### config.mk
export PLATFORM = sky130hd
export DESIGN_NAME = flash_host
export DESIGN_NICKNAME = d
export VERILOG_FILES = /design/src/core/flash_host_pkg.sv /design/src/core/flash_sync2.sv /design/src/core/flash_cmd_table.sv /design/src/core/flash_host.sv
export VERILOG_INCLUDE_DIRS = /design/src /design/src/core
export SDC_FILE = /design/constraint.sdc
export NUM_CORES = 1
export LEC_CHECK = 0
export ABC_AREA = 1
export ABC_CLOCK_PERIOD_IN_PS = 2100
export BUFFER_PORTS_ARGS = -buffer_cell sky130_fd_sc_hd__buf_2
export CAP_MARGIN = 20
export CORE_MARGIN = 10
export CORE_UTILIZATION = 30
export CTS_CLUSTER_DIAMETER = 50
export DETAILED_ROUTE_END_ITERATION = 8
export GPL_TIMING_DRIVEN = 0
export PLACE_DENSITY_LB_ADDON = 0.25
export SLEW_MARGIN = 20
export SYNTH_ARGS = -nofsm -noshare
export SYNTH_HDL_FRONTEND = slang
export SYNTH_HIERARCHICAL = 1
export SYNTH_SLANG_ARGS = --single-unit
export TNS_END_PERCENT = 1
### constraint.sdc
create_clock -name clk_i -period 2.1 [get_ports clk_i]
set_clock_uncertainty 0.1 [all_clocks]
set_input_delay 0.63 -clock clk_i [delete_from_list [all_inputs] [get_ports clk_i]]
set_output_delay 0.63 -clock clk_i [all_outputs]
set_load 0.005 [all_outputs]
### src/core/flash_host_params.svh
`ifndef FLASH_HOST_PARAMS_SVH
`define FLASH_HOST_PARAMS_SVH

// Register byte offsets on the Avalon side
`define REG_CTRL        5'h00
`define REG_ADDR        5'h04
`define REG_WDATA       5'h08
`define REG_CFG         5'h0c
`define REG_STATUS      5'h10
`define REG_RDATA       5'h14

// Field positions
`define CTRL_OP_LSB     0
`define CTRL_GO_BIT     8
`define CFG_BYPASS_BIT  0
`define CFG_UNPROT_BIT  1
`define CFG_ACCEL_CE_BIT 2

// Reset values
`define CFG_RESET       3'h0
`define ADDR_RESET      25'h0000000
`define WDATA_RESET     16'h0000

// Unlock cycle addresses and data
`define UNLOCK1_ADDR    25'h0000555
`define UNLOCK2_ADDR    25'h00002aa
`define UNLOCK1_DATA    16'h00aa
`define UNLOCK2_DATA    16'h0055

// Command codes
`define CMD_ERASE_SETUP 16'h0080
`define CMD_CHIP_ERASE  16'h0010
`define CMD_BLOCK_ERASE 16'h0030
`define CMD_RESUME      16'h0030
`define CMD_SUSPEND     16'h00b0
`define CMD_READ_RESET  16'h00f0
`define CMD_AUTOSELECT  16'h0090
`define CMD_BUF_WRITE   16'h0025
`define CMD_BUF_CONFIRM 16'h0029
`define BUF_COUNT_ONE   16'h0000

// Polling word bit positions
`define POLL_TOGGLE_BIT 6
`define POLL_TIMER_BIT  3

// Timing, in ns, then derived cycle counts
`define CLK_PERIOD_NS   100
`define T_WE_LOW_NS     100
`define T_READ_ACC_NS   150
`define T_RST_LOW_NS    500
`define WE_CYC  ((`T_WE_LOW_NS + `CLK_PERIOD_NS - 1) / `CLK_PERIOD_NS)
`define RD_CYC  ((`T_READ_ACC_NS + `CLK_PERIOD_NS - 1) / `CLK_PERIOD_NS)
`define RST_CYC ((`T_RST_LOW_NS + `CLK_PERIOD_NS - 1) / `CLK_PERIOD_NS)
`define SYNC_LAT        2

`endif

### src/core/flash_host_pkg.sv
package flash_host_pkg;

  // Operations software can launch
  typedef enum logic [3:0] {
    OP_READ,
    OP_CHIP_ERASE,
    OP_BLOCK_ERASE,
    OP_BLOCK_ADD,
    OP_ERASE_SUSPEND,
    OP_PROG_SUSPEND,
    OP_RESUME,
    OP_READ_RESET,
    OP_AUTOSELECT,
    OP_ACCEL_PROG,
    OP_POLL,
    OP_HW_RESET
  } op_t;

  // Pin sequencer states
  typedef enum logic [3:0] {
    S_IDLE,
    S_WSETUP,
    S_WLOW,
    S_WHOLD,
    S_RSETUP,
    S_RWAIT,
    S_EVAL,
    S_RST
  } fsm_t;

endpackage : flash_host_pkg

### src/core/flash_sync2.sv
`timescale 1ns/1ps
// Two-flop synchroniser for pin inputs
module flash_sync2 #(
  parameter int WIDTH = 16
) (
  // Clock and reset
  input  wire logic             clk_i,
  input  wire logic             rst_n_i,
  // Data
  input  wire logic [WIDTH-1:0] async_i,
  output logic      [WIDTH-1:0] sync_o
);

  logic [WIDTH-1:0] meta_q;  // First stage, read only by second stage

  // Two stages, constants under reset
  always_ff @(posedge clk_i or negedge rst_n_i) begin
    if (!rst_n_i) begin
      meta_q <= '0;
      sync_o <= '0;
    end else begin
      meta_q <= async_i;
      sync_o <= meta_q;
    end
  end

endmodule : flash_sync2

### src/core/flash_cmd_table.sv
`timescale 1ns/1ps
`include "flash_host_params.svh"
// Address/data of each bus write cycle of an operation
module flash_cmd_table (
  // Selection
  input  flash_host_pkg::op_t op_i,
  input  wire logic [3:0]     step_i,
  input  wire logic           bypass_i,
  input  wire logic [24:0]    addr_i,
  input  wire logic [15:0]    wdata_i,
  // Cycle contents
  output logic      [24:0]    caddr_o,
  output logic      [15:0]    cdata_o,
  output logic                last_o
);
  import flash_host_pkg::*;

  // Standard unlock-prefixed sequences are indexed by step
  always_comb begin
    caddr_o = `UNLOCK1_ADDR;
    cdata_o = `UNLOCK1_DATA;
    last_o  = 1'b1;
    case (op_i)
      OP_CHIP_ERASE, OP_BLOCK_ERASE: begin
        if (bypass_i) begin  // Two cycles in bypass
          caddr_o = (step_i == 4'h0) ? `UNLOCK1_ADDR : addr_i;
          cdata_o = (step_i == 4'h0) ? `CMD_ERASE_SETUP :
                    (op_i == OP_CHIP_ERASE) ? `CMD_CHIP_ERASE :
                                              `CMD_BLOCK_ERASE;
          last_o  = (step_i == 4'h1);
        end else begin  // Six cycles otherwise
          case (step_i)
            4'h1, 4'h4: begin
              caddr_o = `UNLOCK2_ADDR;
              cdata_o = `UNLOCK2_DATA;
            end
            4'h2: cdata_o = `CMD_ERASE_SETUP;
            4'h5: begin
              caddr_o = (op_i == OP_CHIP_ERASE) ? `UNLOCK1_ADDR : addr_i;
              cdata_o = (op_i == OP_CHIP_ERASE) ? `CMD_CHIP_ERASE :
                                                  `CMD_BLOCK_ERASE;
            end
            default: ;
          endcase
          last_o = (step_i == 4'h5);
        end
      end
      OP_BLOCK_ADD: begin  // Repeat of the final cycle
        caddr_o = addr_i;
        cdata_o = `CMD_BLOCK_ERASE;
      end
      OP_ERASE_SUSPEND, OP_PROG_SUSPEND: begin  // Address ignored
        caddr_o = addr_i;
        cdata_o = `CMD_SUSPEND;
      end
      OP_RESUME: begin  // One cycle resume
        caddr_o = addr_i;
        cdata_o = `CMD_RESUME;
      end
      OP_READ_RESET: begin  // Clears error, ends timeout window
        caddr_o = addr_i;
        cdata_o = `CMD_READ_RESET;
      end
      OP_AUTOSELECT: begin  // Identifier entry, also in suspend
        case (step_i)
          4'h1: begin
            caddr_o = `UNLOCK2_ADDR;
            cdata_o = `UNLOCK2_DATA;
          end
          4'h2: cdata_o = `CMD_AUTOSELECT;
          default: ;
        endcase
        last_o = (step_i == 4'h2);
      end
      OP_ACCEL_PROG: begin  // Short buffered write under high voltage
        caddr_o = (step_i == 4'h2) ? addr_i : addr_i;
        case (step_i)
          4'h0: cdata_o = `CMD_BUF_WRITE;
          4'h1: cdata_o = `BUF_COUNT_ONE;
          4'h2: cdata_o = wdata_i;
          default: cdata_o = `CMD_BUF_CONFIRM;
        endcase
        last_o = (step_i == 4'h3);
      end
      default: ;
    endcase
  end

endmodule : flash_cmd_table

### src/core/flash_host.sv
// The register addresses and the Avalon-MM interface to the registers were chosen for this implementation.
`timescale 1ns/1ps
`include "flash_host_params.svh"

module flash_host #(
  parameter int POLL_LIMIT = 65535  // Toggle reads before timeout
) (
  // Clock and reset
  input  wire logic        clk_i,
  input  wire logic        rst_n_i,
  // Avalon-MM slave
  input  wire logic [4:0]  avs_address_i,
  input  wire logic        avs_read_i,
  input  wire logic        avs_write_i,
  input  wire logic [31:0] avs_writedata_i,
  input  wire logic [3:0]  avs_byteenable_i,
  output logic      [31:0] avs_readdata_o,
  output logic             avs_waitrequest_o,
  // Flash pins
  output logic      [24:0] flash_addr_o,
  input  wire logic [15:0] flash_dq_i,
  output logic      [15:0] flash_dq_o,
  output logic             flash_dq_oe_n_o,
  output logic             flash_ce_n_o,
  output logic             flash_oe_n_o,
  output logic             flash_we_n_o,
  output logic             flash_rst_n_o,
  output logic             high_voltage_level_o
);
  import flash_host_pkg::*;

  // Whole module state in one record
  typedef struct packed {
    fsm_t        st;        // Pin sequencer state
    op_t         op;        // Operation in progress
    logic [3:0]  step;      // Write cycle index
    logic [7:0]  cnt;       // Pin timing counter
    logic [15:0] poll_cnt;  // Toggle reads so far
    logic        chk;       // First poll read taken
    logic [15:0] prev;      // Previous polling word
    logic [24:0] fa;        // Address pins
    logic [15:0] fdo;       // Data pins out
    logic        dq_oe_n;   // Data drive enable, low drives
    logic        ce_n;
    logic        oe_n;
    logic        we_n;
    logic        frst_n;    // Device reset pin
    logic        high_voltage_level;       // High-voltage request
    logic        waitreq;   // Avalon waitrequest
    logic [31:0] rdata;     // Avalon read data
    logic [24:0] addr;      // Target address register
    logic [15:0] wdata;     // Program data register
    logic [2:0]  cfg;       // Configuration bits
    logic        busy;
    logic        done;      // Sticky until next launch
    logic        tmo;       // Poll timeout
    logic        late;      // Block add refused, timer expired
    logic        refused;   // Launch refused
    logic [15:0] last;      // Last word read from the device
  } state_t;

  state_t      s_q;         // Registered state
  state_t      s_d;         // Next state
  logic [15:0] dq_sync;     // Synchronised data pins
  logic [24:0] caddr;       // Table address for this step
  logic [15:0] cdata;       // Table data for this step
  logic        clast;       // Step is the final write
  logic        bypass;      // Short sequences in use
  logic [31:0] rd_mux;      // Register read value
  op_t         new_op;      // Operation being launched
  logic        need_vhh;    // Launch wants the high voltage

  // Data pins cross from the device's timing
  flash_sync2 #(
    .WIDTH (16)
  ) u_sync (
    .clk_i   (clk_i),
    .rst_n_i (rst_n_i),
    .async_i (flash_dq_i),
    .sync_o  (dq_sync)
  );

  // High voltage forces the device into bypass
  assign bypass = s_q.cfg[`CFG_BYPASS_BIT] | s_q.high_voltage_level;

  // Cycle contents for the current step
  flash_cmd_table u_table (
    .op_i     (s_q.op),
    .step_i   (s_q.step),
    .bypass_i (bypass),
    .addr_i   (s_q.addr),
    .wdata_i  (s_q.wdata),
    .caddr_o  (caddr),
    .cdata_o  (cdata),
    .last_o   (clast)
  );

  assign new_op   = op_t'(avs_writedata_i[`CTRL_OP_LSB +: 4]);
  // High voltage only for these two operations
  assign need_vhh = (new_op == OP_ACCEL_PROG) ||
                    ((new_op == OP_CHIP_ERASE) &&
                     s_q.cfg[`CFG_ACCEL_CE_BIT]);

  // Register read decode, unmapped reads as zero
  always_comb begin
    rd_mux = 32'h0;
    case (avs_address_i)
      `REG_ADDR:   rd_mux = {7'h0, s_q.addr};
      `REG_WDATA:  rd_mux = {16'h0, s_q.wdata};
      `REG_CFG:    rd_mux = {29'h0, s_q.cfg};
      `REG_STATUS: rd_mux = {24'h0, bypass, s_q.high_voltage_level, s_q.refused,
                             s_q.late, s_q.tmo, s_q.done, s_q.busy, 1'b0};
      `REG_RDATA:  rd_mux = {16'h0, s_q.last};
      default:     rd_mux = 32'h0;
    endcase
  end

  // Next-state logic for bus slave and pin sequencer
  always_comb begin
    s_d = s_q;
    // Waitrequest drops for one cycle per request
    if (!s_q.waitreq) begin
      s_d.waitreq = 1'b1;
    end else if (avs_read_i || avs_write_i) begin
      s_d.waitreq = 1'b0;
      s_d.rdata   = rd_mux;
    end

    // Sequencer
    case (s_q.st)
      S_IDLE: s_d.frst_n = 1'b1;  // Device leaves reset after ours
      S_WSETUP: begin  // Address, data, chip enable, write strobe
        s_d.fa      = caddr;
        s_d.fdo     = cdata;
        s_d.dq_oe_n = 1'b0;
        s_d.ce_n    = 1'b0;
        s_d.we_n    = 1'b0;
        s_d.cnt     = 8'h0;
        s_d.st      = S_WLOW;
      end
      S_WLOW: begin
        if (s_q.cnt == 8'(`WE_CYC - 1)) begin
          s_d.we_n = 1'b1;  // Device latches data on this rise
          s_d.st   = S_WHOLD;
        end else begin
          s_d.cnt = s_q.cnt + 8'h1;
        end
      end
      S_WHOLD: begin
        s_d.ce_n    = 1'b1;
        s_d.dq_oe_n = 1'b1;
        if (!clast) begin
          s_d.step = s_q.step + 4'h1;
          s_d.st   = S_WSETUP;
        end else if (s_q.op == OP_CHIP_ERASE || s_q.op == OP_RESUME ||
                     s_q.op == OP_ACCEL_PROG) begin
          // Busy through completion so nothing interrupts
          s_d.chk      = 1'b0;
          s_d.poll_cnt = 16'h0;
          s_d.st       = S_RSETUP;
        end else begin
          s_d.busy = 1'b0;
          s_d.done = 1'b1;
          s_d.st   = S_IDLE;
        end
      end
      S_RSETUP: begin  // Read at target; device picks array or status
        s_d.fa      = s_q.addr;
        s_d.dq_oe_n = 1'b1;
        s_d.ce_n    = 1'b0;
        s_d.oe_n    = 1'b0;
        s_d.cnt     = 8'h0;
        s_d.st      = S_RWAIT;
      end
      S_RWAIT: begin  // Access time plus synchroniser delay
        if (s_q.cnt == 8'(`RD_CYC + `SYNC_LAT - 1)) begin
          s_d.last = dq_sync;
          s_d.ce_n = 1'b1;
          s_d.oe_n = 1'b1;
          s_d.st   = S_EVAL;
        end else begin
          s_d.cnt = s_q.cnt + 8'h1;
        end
      end
      S_EVAL: begin
        case (s_q.op)
          OP_BLOCK_ADD: begin
            if (s_q.last[`POLL_TIMER_BIT]) begin  // Window closed
              s_d.late = 1'b1;
              s_d.busy = 1'b0;
              s_d.st   = S_IDLE;
            end else begin
              s_d.step = 4'h0;
              s_d.st   = S_WSETUP;
            end
          end
          OP_CHIP_ERASE, OP_RESUME, OP_ACCEL_PROG, OP_POLL: begin
            s_d.prev = s_q.last;
            if (!s_q.chk) begin
              s_d.chk = 1'b1;
              s_d.st  = S_RSETUP;
            end else if (s_q.last[`POLL_TOGGLE_BIT] ==
                         s_q.prev[`POLL_TOGGLE_BIT]) begin
              s_d.high_voltage_level  = 1'b0;  // Finished: drop high voltage
              s_d.busy = 1'b0;
              s_d.done = 1'b1;
              s_d.st   = S_IDLE;
            end else if (s_q.poll_cnt == 16'(POLL_LIMIT)) begin
              s_d.tmo  = 1'b1;  // Voltage stays; software must reset
              s_d.busy = 1'b0;
              s_d.st   = S_IDLE;
            end else begin
              s_d.poll_cnt = s_q.poll_cnt + 16'h1;
              s_d.st       = S_RSETUP;
            end
          end
          default: begin  // Plain read
            s_d.busy = 1'b0;
            s_d.done = 1'b1;
            s_d.st   = S_IDLE;
          end
        endcase
      end
      S_RST: begin  // Reset pulse on the device pin
        if (s_q.cnt == 8'(`RST_CYC - 1)) begin
          s_d.frst_n = 1'b1;
          s_d.busy   = 1'b0;
          s_d.done   = 1'b1;
          s_d.st     = S_IDLE;
        end else begin
          s_d.cnt = s_q.cnt + 8'h1;
        end
      end
      default: s_d.st = S_IDLE;
    endcase

    // Register writes take effect at the acknowledging edge
    if (avs_write_i && !s_q.waitreq && (avs_byteenable_i != 4'h0)) begin
      case (avs_address_i)
        `REG_ADDR:  s_d.addr  = avs_writedata_i[24:0];
        `REG_WDATA: s_d.wdata = avs_writedata_i[15:0];
        `REG_CFG:   s_d.cfg   = avs_writedata_i[2:0];
        `REG_CTRL: begin
          if (avs_writedata_i[`CTRL_GO_BIT]) begin
            if (s_q.busy) begin
              s_d.refused = 1'b1;  // One operation at a time
            end else if (need_vhh && !s_q.cfg[`CFG_UNPROT_BIT]) begin
              s_d.refused = 1'b1;  // Blocks not confirmed unprotected
            end else begin
              s_d.op      = new_op;
              s_d.busy    = 1'b1;
              s_d.done    = 1'b0;
              s_d.tmo     = 1'b0;
              s_d.late    = 1'b0;
              s_d.refused = 1'b0;
              s_d.step    = 4'h0;
              s_d.cnt     = 8'h0;
              s_d.chk     = 1'b0;
              s_d.poll_cnt = 16'h0;
              if (new_op == OP_HW_RESET) begin
                s_d.frst_n = 1'b0;
                s_d.high_voltage_level    = 1'b0;
                s_d.st     = S_RST;
              end else if (new_op == OP_READ || new_op == OP_POLL ||
                           new_op == OP_BLOCK_ADD) begin
                s_d.st = S_RSETUP;  // Block add checks the timer first
              end else begin
                s_d.high_voltage_level = s_q.high_voltage_level | need_vhh;
                s_d.st  = S_WSETUP;
              end
            end
          end
        end
        default: ;
      endcase
    end
  end

  // State register; device held in reset with ours
  always_ff @(posedge clk_i or negedge rst_n_i) begin
    if (!rst_n_i) begin
      s_q         <= '0;
      s_q.st      <= S_IDLE;
      s_q.op      <= OP_READ;
      s_q.dq_oe_n <= 1'b1;
      s_q.ce_n    <= 1'b1;
      s_q.oe_n    <= 1'b1;
      s_q.we_n    <= 1'b1;
      s_q.waitreq <= 1'b1;
      s_q.addr    <= `ADDR_RESET;
      s_q.wdata   <= `WDATA_RESET;
      s_q.cfg     <= `CFG_RESET;
    end else begin
      s_q <= s_d;
    end
  end

  // Outputs straight from the state register
  assign avs_readdata_o       = s_q.rdata;
  assign avs_waitrequest_o    = s_q.waitreq;
  assign flash_addr_o         = s_q.fa;
  assign flash_dq_o           = s_q.fdo;
  assign flash_dq_oe_n_o      = s_q.dq_oe_n;
  assign flash_ce_n_o         = s_q.ce_n;
  assign flash_oe_n_o         = s_q.oe_n;
  assign flash_we_n_o         = s_q.we_n;
  assign flash_rst_n_o        = s_q.frst_n;
  assign high_voltage_level_o = s_q.high_voltage_level;

endmodule : flash_host

==> results_dict.tcl <==
set metrics [dict create \
    register_bit_total_from_synthesis 208 \
    fp.dieArea_sq_um 43310 \
    data_arrival_time_of_the_critical_path_ps 2420 \
    fillerInstances 3611 \
    cellInternalPower_uw 8168 \
    synthesis.instances 1303 \
    cts-root-to-sink-buffers 3 \
    floorplan.core_area_sq_um 34710 \
    sw_frac_of_total_pct 26.20 \
    post-synth-top-area-fraction_pct 47.85 \
    post_synth_main_area_contributors "dfrtp_1 (48%), nand2_1 (12%), buf_4 (5.4%), nor2_1 (4.8%), inv_1 (4.7%)" \
    first_pass_grt_wire_length_mm 50.45 \
    critical_path_class "reg -> reg" \
    cell_leakage_power_uw 0.006716 \
    dp_worst_setup_slack_ps -535.0 \
    drc 0 \
    primary_flip_flop_cell_chosen_by_synthesis_mapping "dfrtp_1" \
    tritoncts.num_buffers 28 \
    ir_worst_vdd_uv 709.3 \
    antenna_found_initial 5 \
    synth_sequential_area_ratio_pct 49.09 \
    power_frac_comb_pct 11.7 \
    synth_warnings 6 \
    endpoint_kind "register" \
    dpl.hpwl_mm 23.86 \
    regArea_sq_um 5219 \
    crit_path_frequent_cell "nand2_1" \
    cp_required_ps 2430 \
    maxCapViolCount 0 \
    initial_utilization_pct 30.58 \
    critical_path.max_fanout 10 \
    clock_power_share_pct 45.6 \
    max_slew.worst_pin.slew_ps 653.1 \
    drt-total-wl_mm 31.28 \
    fp.dieW_um 208.1 \
    routed_via_density 4.636 \
    grt_remaining_overflow 0 \
    antenna_left 0 \
    hold_wc_path_type "in -> reg" \
    seq_power_share_pct 42.7 \
    largest_family_of_logic_cells_by_synthesized_area "simple AND/OR/NAND/NOR gates" \
    area_delta_synth_final_pct 23.35 \
    cts_tree "yes" \
    grt_setup_unrepaired "yes" \
    fin_crit_ps 2096 \
    gp_routability_congestion 0.8934 \
    number_of_buffers_inserted_by_port_buffering 126 \
    clock_insertion_delay_worst_skew_ps 540 \
    timing.critical_path.slowest_stage_cell "dfrtp_2" \
    compound_gate_fraction_of_synth_area_pct 10.72 \
    timing.critical_path.slowest_cell_delay_ps 470 \
    ctsHtreeMaxLevel 1 \
    drt_first_pass_iters 5 \
    grt_max_degree 84 \
    grt.total_usage_pct 14.15 \
    ios 141 \
    synth-simple-area-share_pct 24.96 \
    setup_violations 0 \
    num_vias 9064 \
    rows 68 \
    final_hold_viol_count 0 \
    final_area_sq_um 13100 \
    dpl_cell_area_sq_um 11910 \
    final_min_period_over_clock_period_pct 99.79 \
    most_frequent_cell_after_synthesis "nand2_1" \
    synth_area_per_cell_sq_um 8.148 \
    drt_iter0_markers 618 \
    grt_pass1_vias 8930 \
    synth_area_sq_um 10620 \
    synth_xor_area_share_pct 0.3300 \
    synth-adder-area-share_pct 0.4714 \
    outcome "complete, no violations" \
    post_cts_clock_slew_at_the_launch_and_capture_registers_of_the_worst_setup_and_hold_paths_ps 60 \
    type_of_origin_of_the_critical_path "register" \
    synth_async_sr_flop_share_pct 100.0 \
    multiInputGateArea_sq_um 4229 \
    p_per_area_nw_per_um2 845.1 \
    yosys-mux-area-fraction_pct 2.334 \
    synth.largest_area_cell "dfrtp_1" \
    fmax_mhz 477.2 \
    final_net_count 1542 \
    power_switching_uw 2899 \
    detail_route.wl_per_cell_um 16.00 \
    die_h_um 208.1 \
    drive_above_1_share_pct 25.82 \
    synth_enable_flop_cells 0 \
    synth.lib_cells_used.distinct 49 \
    path_cells "inv_2 -> nor2_2 -> nand3_2 -> o21a_1 -> nand3_4 -> buf_4 -> nand2_1 -> a211oi_1 -> nand2_1 -> nand2_1 -> nand2_1" \
    clkSinkCount 208 \
    timing.final.max_slew_violations 0 \
    postLayoutSetupSlackWorst_ps 4.466 \
    timing.slew.headroom_pct 56.12 \
    cts_root_buf "clkbuf_16" \
    post_synth_most_frequent_cells "nand2_1 (336), dfrtp_1 (203), nor2_1 (135)" \
]
-- cell families (layout without fill, tap and decap cells) --
logic type      Yosys count  after routing
fa+ha+maj                 4              4
xor+xnor                  4              4
compound gates          208            208
flops                   208            208
buf+inv                 257            446
simple gates            599            599
other cells               1              9
mux                      22             22
-- state kept, by name, indices dropped and copies added (netlist names) --
name                  flops
flash_dq_o               16
avs_waitrequest_o         1
u_sync/sync_o            16
s_q                     103
flash_oe_n_o              1
u_sync/meta_q            16
flash_ce_n_o              1
flash_we_n_o              1
flash_dq_oe_n_o           1
high_voltage_level_o      1
flash_rst_n_o             1
avs_readdata_o           25
flash_addr_o             25
-- power by group through the flow --
stage	logic [uW]	clock network, uW	registers (uW)
final	1290	5040	4730
after global routing	1460	5350	4780
after CTS	1310	5180	4720
after detailed placement	1300	0	4790
after global placement	1270	0	4790
after floorplan	795	0	4650
-- layer usage --
| layer | share of wire [%] | routed length, um | vias to the layer above | GRT usage [%] |
|---|---|---|---|---|
| met5 | 0 | 0 | - | 0 |
| met1 | 48 | 14880 | 4288 | 20.01 |
| met3 | 6.6 | 2064 | 50 | 2.741 |
| li1 | - | - | 4467 | - |
| met2 | 44 | 13690 | 259 | 21.63 |
| met4 | 2.0 | 641 | 0 | 3.537 |
-- through the flow --
| step | power (uW) | std cells | TNS (ps) | hold WS, ps | util (%) |
|---|---|---|---|---|---|
| after detailed placement | 6090 | 1893 | -33370 | 234.7 | 34.30 |
| after floorplan | 5445 | 1310 | 0 | 231.2 | - |
| final | 11070 | 1955 | 0 | 92.11 | 37.72 |
| after CTS | 11220 | 1948 | -56.52 | 64.22 | 37.46 |
| after global placement | 6052 | 1891 | -746770 | 237.1 | 34.12 |
| after global routing | 11600 | 1954 | -421.2 | 80.76 | 37.72 |
-- final cells by class --
type	instances	share of cell area (%)
diodes	1	0.01911
plain buffers	108	5.637
clock buffers	37	6.306
clock inverters	15	1.376
inverters	149	4.319
multi-input cells	845	32.29
flip-flops and latches	208	39.85
well taps	455	4.347
repair buffers	137	5.847
-- path summary, 6_finish.rpt --
kind | from | to | slack [ps] | cells after the start
setup reg to reg | s_q[190]$_DFFE_PN0P_ | s_q[20]$_DFF_PN0_ | 4 | 11
hold reg to reg | u_sync/meta_q[11]$_DFF_PN0_ | u_sync/sync_o[11]$_DFF_PN0_ | 250 | 0
setup / recovery | s_q[190]$_DFFE_PN0P_ | s_q[20]$_DFF_PN0_ | 4 | 11
min in group asynchronous | rst_n_i | s_q[170]$_DFF_PN0_ | 510 | 2
max in group asynchronous | rst_n_i | s_q[52]$_DFFE_PN0P_ | 590 | 3
hold / removal | flash_dq_i[0] | u_sync/meta_q[0]$_DFF_PN0_ | 90 | 1
-- worst max-delay path: cells and delay by family (launching register included) --
family	cells	cell delay, ps
flip-flops	1	470
AO/OA/AOI/OAI	2	560
AND/OR/NAND/NOR	7	660
buffers and inverters	2	200
-- what timing repair did --
action                                  4_1_cts  5_1_grt
endpoints found under the setup margin       36       71
resized for setup                            21       24
setup buffers                                 2        6
pin swaps                                     3        4
hold buffers                                  1        0
endpoints found under the hold margin        51        0
-- cell usage in the layout, fill, tap and decap left out, types with 8 or more instances in the layout --
master and n:
nand3_1 64, mux2_2 22, nand2_2 9, dfrtp_1 197
clkbuf_1 16, inv_2 16, nand4_1 11, buf_2 134
a21oi_1 69, o22ai_1 12, o21ai_0 93, nor2_2 8
inv_1 130, nor2_4 17, nor2_1 132, clkbuf_16 29
conb_1 8, buf_4 86, nand2_1 331
No activity file was read; power rests on OpenSTA's default activity.
